--- src/ppen_defines.svh ---
// Offsets, field positions, reset values and codes of the parallel pin enable block.
`ifndef PPEN_DEFINES_SVH
`define PPEN_DEFINES_SVH
`define PPEN_ADDR_W 4
`define PPEN_OFF_ENABLE 4'h0
`define PPEN_OFF_CONTROL 4'h4
`define PPEN_OFF_STATUS 4'h8
`define PPEN_ENABLE_MASK 32'h000047FF
`define PPEN_ENABLE_RESET 32'h00000000
`define PPEN_CONTROL_MASK 32'h000000F0
`define PPEN_CONTROL_RESET 32'h00000000
`define PPEN_BIT_LINE14 14
`define PPEN_ADDR_FIELD_HI 10
`define PPEN_ADDR_FIELD_LO 2
`define PPEN_CSF_HI 7
`define PPEN_CSF_LO 6
`define PPEN_MUX_HI 5
`define PPEN_MUX_LO 4
`define PPEN_CSF_CS1 2'h2
`define PPEN_MUX_DEMUX 2'h0
`define PPEN_PADS 15
`endif

--- src/ppen_pkg.sv ---
// Types shared by the parallel pin enable block.
package ppen_pkg;
  typedef struct packed {
    logic [14:0] pmp_own;
    logic cs1_sel;
    logic latch_sel;
  } ppen_route_t;
  typedef struct packed {
    logic [3:0] addr;
    logic wr;
    logic rd;
    logic [31:0] wdata;
  } ppen_bus_t;
endpackage : ppen_pkg

--- src/ppen_pin_enable.sv ---
// Pin function selector for the parallel master port address and strobe pads.
//
// Behaviour
// [RL1] Line14 enable set gives pad to port.
// [RL2] Line14 enable clear keeps general I/O.
// [RL3] Set address field bits route address outputs.
// [RL4] Clear address field bits keep general I/O.
// [RL5] Low two enables set give port pads.
// [RL6] Low two enables clear keep general I/O.
// [RL7] Chip select function picks address14 or select.
// [RL8] Multiplex mode picks address bits or strobes.
// [RL9] Unimplemented enable bits read as zero.
// [RL10] Unimplemented writes ignored; reset clears enables.
//
// Added by the designer: strobed register access and the register offsets.
`include "ppen_defines.svh"
module ppen_pin_enable
  import ppen_pkg::*;
(
  input wire logic clk,
  input wire logic sys_rst,
  input wire logic [3:0] reg_addr,
  input wire logic [31:0] reg_wdata,
  input wire logic reg_wr,
  input wire logic reg_rd,
  output logic [31:0] reg_rdata,
  input wire logic [14:0] pmp_addr_out,
  input wire logic pmp_addr_oe,
  input wire logic chip_select_one,
  input wire logic addr_latch_high_strobe,
  input wire logic addr_latch_low_strobe,
  input wire logic [14:0] gpio_out,
  input wire logic [14:0] gpio_oe,
  output logic [14:0] pad_out,
  output logic [14:0] pad_oe,
  output ppen_route_t route
);
  // ----------------------------------------
  // Register access
  // ----------------------------------------
  logic [31:0] enable_q;
  logic [31:0] enable_d;
  logic [31:0] control_q;
  logic [31:0] control_d;
  logic [31:0] rdata_q;
  logic [31:0] rdata_d;
  ppen_bus_t bus;

  function automatic logic hit(input logic [3:0] a, input logic [3:0] off);
    hit = (a == off);
  endfunction : hit

  assign bus = '{addr: reg_addr, wr: reg_wr, rd: reg_rd, wdata: reg_wdata};
  wire wr_enable = bus.wr && hit(bus.addr, `PPEN_OFF_ENABLE);
  wire wr_control = bus.wr && hit(bus.addr, `PPEN_OFF_CONTROL);
  // [RL10] Mask unimplemented bits.
  assign enable_d = wr_enable ? (bus.wdata & `PPEN_ENABLE_MASK) : enable_q;
  assign control_d = wr_control ? (bus.wdata & `PPEN_CONTROL_MASK) : control_q;

  // Status word shows which pads the parallel port owns right now.
  wire [31:0] status_word = {17'h00000, route.pmp_own};
  // [RL9] Unimplemented bits read zero.
  assign rdata_d = !bus.rd ? 32'h00000000 :
                   hit(bus.addr, `PPEN_OFF_ENABLE) ? (enable_q & `PPEN_ENABLE_MASK) :
                   hit(bus.addr, `PPEN_OFF_CONTROL) ? control_q :
                   hit(bus.addr, `PPEN_OFF_STATUS) ? status_word : 32'h00000000;

  // [RL10] Reset clears enables.
  always_ff @(posedge clk) begin
    if (sys_rst) begin
      enable_q <= `PPEN_ENABLE_RESET;
      control_q <= `PPEN_CONTROL_RESET;
      rdata_q <= 32'h00000000;
    end else begin
      enable_q <= enable_d;
      control_q <= control_d;
      rdata_q <= rdata_d;
    end
  end
  assign reg_rdata = rdata_q;

  // ----------------------------------------
  // Pad ownership and function
  // ----------------------------------------
  wire [1:0] chip_select_function = control_q[`PPEN_CSF_HI:`PPEN_CSF_LO];
  wire [1:0] mux = control_q[`PPEN_MUX_HI:`PPEN_MUX_LO];
  // [RL7] Chip select function selects.
  assign route.cs1_sel = (chip_select_function == `PPEN_CSF_CS1);
  // [RL8] Multiplexed modes use strobes.
  assign route.latch_sel = (mux != `PPEN_MUX_DEMUX);
  // [RL1] [RL2] Line14 ownership.
  assign route.pmp_own[14] = enable_q[`PPEN_BIT_LINE14];
  // Pads 13 to 11 have no enable and always stay general I/O.
  assign route.pmp_own[13:11] = 3'h0;
  // [RL3] [RL4] [RL5] [RL6] Field ownership.
  assign route.pmp_own[10:0] = enable_q[10:0];

  logic [14:0] pmp_val;
  logic [14:0] pmp_drv;
  assign pmp_val[14] = route.cs1_sel ? chip_select_one : pmp_addr_out[14];
  assign pmp_val[13:2] = pmp_addr_out[13:2];
  assign pmp_val[1] = route.latch_sel ? addr_latch_high_strobe : pmp_addr_out[1];
  assign pmp_val[0] = route.latch_sel ? addr_latch_low_strobe : pmp_addr_out[0];
  // Select and strobes are driven whenever their function is chosen; address lines follow the port's enable.
  assign pmp_drv[14] = route.cs1_sel | pmp_addr_oe;
  assign pmp_drv[13:2] = {12{pmp_addr_oe}};
  assign pmp_drv[1:0] = {2{route.latch_sel | pmp_addr_oe}};

  genvar i;
  generate
    for (i = 0; i < `PPEN_PADS; i++) begin : g_pad
      ppen_pad_mux u_mux (
        .own(route.pmp_own[i]),
        .pmp_out(pmp_val[i]),
        .pmp_oe(pmp_drv[i]),
        .gpio_out(gpio_out[i]),
        .gpio_oe(gpio_oe[i]),
        .pad_out(pad_out[i]),
        .pad_oe(pad_oe[i])
      );
    end
  endgenerate

  // ----------------------------------------
  // Checks
  // ----------------------------------------
  // Reads of unmapped offsets must come back as zero, never as stale data.
  wire rd_unmapped = reg_rd && !hit(reg_addr, `PPEN_OFF_ENABLE) && !hit(reg_addr, `PPEN_OFF_CONTROL) &&
    !hit(reg_addr, `PPEN_OFF_STATUS);

  // [RL1] Line14 pad follows port.
  chk_line14_owned: assert property ( // [RL1]
    @(posedge clk) disable iff (sys_rst)
    enable_q[`PPEN_BIT_LINE14]
    |-> pad_out[14] == (route.cs1_sel ? chip_select_one : pmp_addr_out[14]))
    else $error("line14 pad not given to port");

  // [RL1] Line14 select drives pad.
  chk_line14_drive: assert property ( // [RL1]
    @(posedge clk) disable iff (sys_rst)
    (enable_q[14] && route.cs1_sel)
    |-> pad_oe[14])
    else $error("line14 select not driven");

  // [RL2] Line14 general I/O.
  chk_line14_gpio: assert property ( // [RL2]
    @(posedge clk) disable iff (sys_rst)
    !enable_q[14]
    |-> pad_out[14] == gpio_out[14] && pad_oe[14] == gpio_oe[14])
    else $error("line14 pad not general io");

  // [RL3] Address field write lands.
  chk_field_write: assert property ( // [RL3]
    @(posedge clk) disable iff (sys_rst)
    (reg_wr && reg_addr == `PPEN_OFF_ENABLE)
    |=> route.pmp_own[10:2] == $past(reg_wdata[10:2]))
    else $error("address field write not applied");

  // [RL4] Cleared field pad general.
  chk_field_gpio: assert property ( // [RL4]
    @(posedge clk) disable iff (sys_rst)
    !enable_q[5]
    |-> pad_out[5] == gpio_out[5])
    else $error("cleared field pad not general io");

  // [RL5] Low strobe on pad.
  chk_low_strobe: assert property ( // [RL5]
    @(posedge clk) disable iff (sys_rst)
    (enable_q[0] && route.latch_sel)
    |-> pad_out[0] == addr_latch_low_strobe)
    else $error("low strobe missing");

  // [RL5] Strobe pads driven.
  chk_strobe_drive: assert property ( // [RL5]
    @(posedge clk) disable iff (sys_rst)
    (enable_q[1:0] == 2'h3 && route.latch_sel)
    |-> pad_oe[1:0] == 2'h3)
    else $error("strobe pads not driven");

  // [RL6] Low pad output general.
  chk_low_gpio: assert property ( // [RL6]
    @(posedge clk) disable iff (sys_rst)
    !enable_q[1]
    |-> pad_out[1] == gpio_out[1])
    else $error("low pad not general io");

  // [RL6] Low pad enable general.
  chk_low_oe_gpio: assert property ( // [RL6]
    @(posedge clk) disable iff (sys_rst)
    !enable_q[0]
    |-> pad_oe[0] == gpio_oe[0])
    else $error("low pad enable not general io");

  // [RL7] Select function chosen.
  chk_cs_choice: assert property ( // [RL7]
    @(posedge clk) disable iff (sys_rst)
    (enable_q[14] && chip_select_function == `PPEN_CSF_CS1)
    |-> pad_out[14] == chip_select_one)
    else $error("select not chosen");

  // [RL7] Address function chosen.
  chk_addr_choice: assert property ( // [RL7]
    @(posedge clk) disable iff (sys_rst)
    (enable_q[14] && chip_select_function != `PPEN_CSF_CS1)
    |-> pad_out[14] == pmp_addr_out[14])
    else $error("address14 not chosen");

  // [RL8] Multiplexed mode strobes.
  chk_mux_choice: assert property ( // [RL8]
    @(posedge clk) disable iff (sys_rst)
    (enable_q[1] && mux != `PPEN_MUX_DEMUX)
    |-> pad_out[1] == addr_latch_high_strobe)
    else $error("high strobe not chosen");

  // [RL8] Demultiplexed mode addresses.
  chk_mux_addr: assert property ( // [RL8]
    @(posedge clk) disable iff (sys_rst)
    (enable_q[0] && mux == `PPEN_MUX_DEMUX)
    |-> pad_out[0] == pmp_addr_out[0])
    else $error("address0 not chosen");

  // [RL9] Enable read zero gaps.
  chk_read_zero: assert property ( // [RL9]
    @(posedge clk) disable iff (sys_rst)
    (reg_rd && reg_addr == `PPEN_OFF_ENABLE)
    |=> reg_rdata[31:15] == 17'h00000 && reg_rdata[13:11] == 3'h0)
    else $error("unimplemented bits not zero");

  // [RL9] Status upper bits zero.
  chk_status_read: assert property ( // [RL9]
    @(posedge clk) disable iff (sys_rst)
    (reg_rd && reg_addr == `PPEN_OFF_STATUS)
    |=> reg_rdata[31:15] == 17'h00000)
    else $error("status upper bits not zero");

  // [RL9] Unmapped reads zero.
  chk_unmapped_read: assert property ( // [RL9]
    @(posedge clk) disable iff (sys_rst)
    rd_unmapped
    |=> reg_rdata == 32'h00000000)
    else $error("unmapped read not zero");

  // [RL9] Idle read data zero.
  chk_read_idle: assert property ( // [RL9]
    @(posedge clk) disable iff (sys_rst)
    !reg_rd
    |=> reg_rdata == 32'h00000000)
    else $error("read data without read strobe");

  // [RL9] Gap pads stay general.
  chk_gap_gpio: assert property ( // [RL9]
    @(posedge clk) disable iff (sys_rst)
    1'b1
    |-> pad_out[13:11] == gpio_out[13:11] && pad_oe[13:11] == gpio_oe[13:11])
    else $error("gap pads not general io");

  // [RL10] Reset clears ownership.
  chk_reset_clear: assert property ( // [RL10]
    @(posedge clk)
    sys_rst
    |=> route.pmp_own == 15'h0000)
    else $error("reset left pads owned");

  // [RL10] Enable write masked.
  chk_enable_mask: assert property ( // [RL10]
    @(posedge clk) disable iff (sys_rst)
    wr_enable
    |=> (enable_q & ~`PPEN_ENABLE_MASK) == 32'h00000000)
    else $error("enable write not masked");

  // [RL10] Control write masked.
  chk_control_mask: assert property ( // [RL10]
    @(posedge clk) disable iff (sys_rst)
    wr_control
    |=> (control_q & ~`PPEN_CONTROL_MASK) == 32'h00000000)
    else $error("control write not masked");

  // [RL10] Other writes spare enables.
  chk_write_other: assert property ( // [RL10]
    @(posedge clk) disable iff (sys_rst)
    (bus.wr && !wr_enable)
    |=> $stable(enable_q))
    else $error("enable changed by other write");

  genvar j;
  generate
    for (j = `PPEN_ADDR_FIELD_LO; j <= `PPEN_ADDR_FIELD_HI; j++) begin : g_chk
      // [RL3] Address pad routed.
      chk_field_route: assert property ( // [RL3]
        @(posedge clk) disable iff (sys_rst)
        enable_q[j]
        |-> pad_out[j] == pmp_addr_out[j] && pad_oe[j] == pmp_addr_oe)
        else $error("address pad not routed");
      // [RL4] Address pad kept.
      chk_field_keep: assert property ( // [RL4]
        @(posedge clk) disable iff (sys_rst)
        !enable_q[j]
        |-> pad_out[j] == gpio_out[j] && pad_oe[j] == gpio_oe[j])
        else $error("address pad not general io");
    end
  endgenerate

  cov_cs1: cover property (@(posedge clk) disable iff (sys_rst) enable_q[14] && route.cs1_sel);
  cov_strobe: cover property (@(posedge clk) disable iff (sys_rst) enable_q[1] && route.latch_sel);
  cov_all: cover property (@(posedge clk) disable iff (sys_rst) route.pmp_own == 15'h47FF);
  cov_demux: cover property (@(posedge clk) disable iff (sys_rst) enable_q[0] && !route.latch_sel);
  cov_unmapped: cover property (@(posedge clk) disable iff (sys_rst) rd_unmapped);
endmodule : ppen_pin_enable

--- src/ppen_pad_mux.sv ---
// One pad: selects parallel port or general port I/O drive.
module ppen_pad_mux
  import ppen_pkg::*;
(
  input wire logic own,
  input wire logic pmp_out,
  input wire logic pmp_oe,
  input wire logic gpio_out,
  input wire logic gpio_oe,
  output logic pad_out,
  output logic pad_oe
);
  assign pad_out = own ? pmp_out : gpio_out;
  assign pad_oe = own ? pmp_oe : gpio_oe;
endmodule : ppen_pad_mux

--- config.mk ---
export PLATFORM = sky130hd
export DESIGN_NAME = ppen_pin_enable
export DESIGN_NICKNAME = d
export VERILOG_FILES = /design/src/ppen_pkg.sv /design/src/ppen_pin_enable.sv /design/src/ppen_pad_mux.sv
export VERILOG_INCLUDE_DIRS = /design/src /design/src/src
export SDC_FILE = /design/constraint.sdc
export NUM_CORES = 1
export LEC_CHECK = 0
export BUFFER_PORTS_ARGS = -buffer_cell sky130_fd_sc_hd__buf_2
export CAP_MARGIN = 10
export CORE_MARGIN = 10
export CORE_UTILIZATION = 42
export CTS_BUF_LIST = sky130_fd_sc_hd__clkbuf_4 sky130_fd_sc_hd__clkbuf_8
export DETAILED_ROUTE_END_ITERATION = 10
export PLACE_DENSITY = 0.94
export RECOVER_POWER = 25
export SYNTH_ARGS = -nofsm -noshare
export SYNTH_HDL_FRONTEND = slang
export SYNTH_SLANG_ARGS = --single-unit
--- constraint.sdc ---
create_clock -name clk -period 2.5 [get_ports clk]
set_clock_uncertainty 0.05 [all_clocks]
set_input_delay 0.375 -clock clk [delete_from_list [all_inputs] [get_ports clk]]
set_output_delay 0.375 -clock clk [all_outputs]
set_load 0.1 [all_outputs]
==> results.json <==
{
  "grt_usage": 0.113,
  "power_leakage_uw": 0.00107,
  "synth_edf_count": 0,
  "ant_nets": 0,
  "fp.dieW_um": 87.2,
  "min_period_ns": 2.12,
  "place_inst": 319,
  "final-seq-area_um2": 561,
  "timing.final.crit_share": 0.850,
  "grt_pass1_vias": 1577,
  "start_util": 0.436,
  "first_pass_iters": 4,
  "synth.most_common_cell": "buf_4",
  "synth_top_area_cell": "dfxtp_1",
  "cts_made_buffers": 3,
  "gp_congestion": 0.785,
  "clk_pin_slew_worst_paths_ns": 0.09,
  "ys_types": 23,
  "num_rows": 24,
  "grt_pass1_wl_mm": 7.24,
  "powerDensity_nw_per_um2": 568,
  "max_slew_margin": 0.245,
  "finalInstanceArea_um2": 2110,
  "vias_per_cell": 4.59,
  "nets": 361,
  "worstPathArrival_ns": 2.27,
  "clock_latency_ns": 0.26,
  "post_synth.cell_area_avg_um2": 9.26,
  "crit_fanout": 8,
  "slew_viol_final": 0,
  "multi_input_area_um2": 870,
  "drc": 0,
  "die_h_um": 87.2,
  "end_kind": "flip-flop",
  "drtIter0Drc": 43,
  "wire_per_inst_um": 14.9,
  "netlist_top_cells_count": "buf_4, dfxtp_1, nand2b_1",
  "tightest_slew_ns": 1.12,
  "io_buffers": 109,
  "syn_to_final_growth_pct": 11.1,
  "synth_top_area_share": 0.295,
  "die-area_um2": 7610,
  "critPathLaunchType": "input port",
  "yosys_warnings": 0,
  "syn_area_um2": 1900,
  "h-tree-depth": 1,
  "peakVddDrop_uv": 252,
  "cts_tree": "yes",
  "setup_viol": 0,
  "hpwl_mm": 4.07,
  "place_area_um2": 2100,
  "fill_cells": 411,
  "critical_path_class": "input port to flip-flop",
  "cts_root_buf": "clkbuf_8",
  "synthTopCellsByArea": "dfxtp_1, buf_4, mux2_2",
  "cts-resized-gates": 0,
  "ys_seq_elements": 28,
  "async_reset_ff_frac": 0,
  "core_um2": 4350,
  "cts_sinks": 28,
  "antenna_found_initial": 0,
  "num_vias": 1482,
  "finalNonFillerCells": 323,
  "drt-total-wl_mm": 4.82,
  "synth_cells": 205,
  "post_cts_buffers": 0,
  "yosysSeqAreaShare": 0.295,
  "outcome": "completed",
  "clk_path_buf_depth": 2,
  "finalSetupTns_ns": 0,
  "fmax_mhz": 471,
  "drive_above_1_share": 0.491,
  "grt_max_degree": 30,
  "ctsHoldBuffers": 0,
  "worstPathRequired_ns": 2.65,
  "rsz0062_at_grt": "false",
  "dominantRegCellSynth": "dfxtp_1",
  "hp-class": "input port to flip-flop",
  "post-layout-total-power_uw": 1200,
  "finalHoldViolCount": 0,
  "grt-ovfl-total": 0,
  "whs_ns": 0.308,
  "antenna_cells": 0,
  "drv_cap": 0,
  "io_pins": 168
}
-- flip-flops by register name (all words and copies together), names as in the netlist --
register and count:
enable_q 12, control_q 4, reg_rdata 12
-- through the flow --
step / utilization / worst slack [ns]
after detailed placement: 0.482 / 0.758
final: 0.484 / 0.376
after global placement: 0.482 / 0.772
after global routing: 0.484 / 0.240
after CTS: 0.495 / 0.456
after floorplan: - / 0.243
-- cells by family (layout without fill, tap and decap cells) --
group,count (synthesis),count (layout),synth area share
buffers and inverters,72,116,0.273
AND/OR/NAND/NOR,53,53,0.189
multiplexers,33,33,0.186
flip-flops,28,28,0.295
AO/OA/AOI/OAI,18,18,0.0554
other,1,23,0.00198
-- per-layer routing --
layer | wire length (µm) | vias to the layer above | GRT usage
li1 | - | 717 | -
met1 | 1890 | 670 | 0.122
met2 | 2270 | 87 | 0.192
met3 | 611 | 8 | 0.0543
met4 | 44 | 0 | 0.0275
met5 | 0 | - | 0
-- final timing paths --
check / startpoint / endpoint / slack (ns) / cells past startpoint
min reg2reg: control_q[7] / reg_rdata[7] / 0.45 / 1
max: reg_addr[3] / enable_q[14] / 0.38 / 5
min: reg_wdata[10] / enable_q[10] / 0.31 / 3
max reg2reg: control_q[6] / control_q[6] / 1.67 / 3
-- where the power goes --
part	internal [µW]	total (µW)	switching (µW)
clock network	141	274	133
registers	449	454	4.45
logic	78.8	471	393
total	668	1200	530
-- placed cells by master (no fill, tap or decap) --
| master | instances |
|---|---|
| a22o_1 | 4 |
| conb_1 | 23 |
| o21ai_0 | 6 |
| nor2_1 | 8 |
| mux2_2 | 18 |
| nor3_4 | 1 |
| or2_0 | 1 |
| mux2i_1 | 15 |
| inv_1 | 1 |
| buf_2 | 107 |
| clkbuf_1 | 2 |
| nor2b_2 | 1 |
| dfxtp_1 | 28 |
| and2_1 | 8 |
| nor2b_1 | 4 |
| nor3_1 | 1 |
| nor4_1 | 2 |
| a21oi_1 | 6 |
| clkbuf_2 | 1 |
| nand2b_1 | 26 |
| buf_4 | 1 |
| o21ai_1 | 2 |
| or3b_1 | 1 |
| clkbuf_8 | 4 |
-- critical path, stage by stage --
cell	delay, ns
clkbuf_1	0.11
nand2b_1	0.23
nor4_1	0.88
clkbuf_2	0.45
mux2i_1	0.23
-- cell type report --
| class | instances | area share |
|---|---|---|
| Sequential cell | 28 | 0.266 |
| Tap cell | 52 | 0.0308 |
| Clock buffer | 4 | 0.0261 |
| Timing Repair Buffer | 111 | 0.263 |
| Multi-Input combinational cell | 127 | 0.412 |
| Inverter | 1 | 0.00178 |
Note: power is estimated with default switching activity, not from simulation.
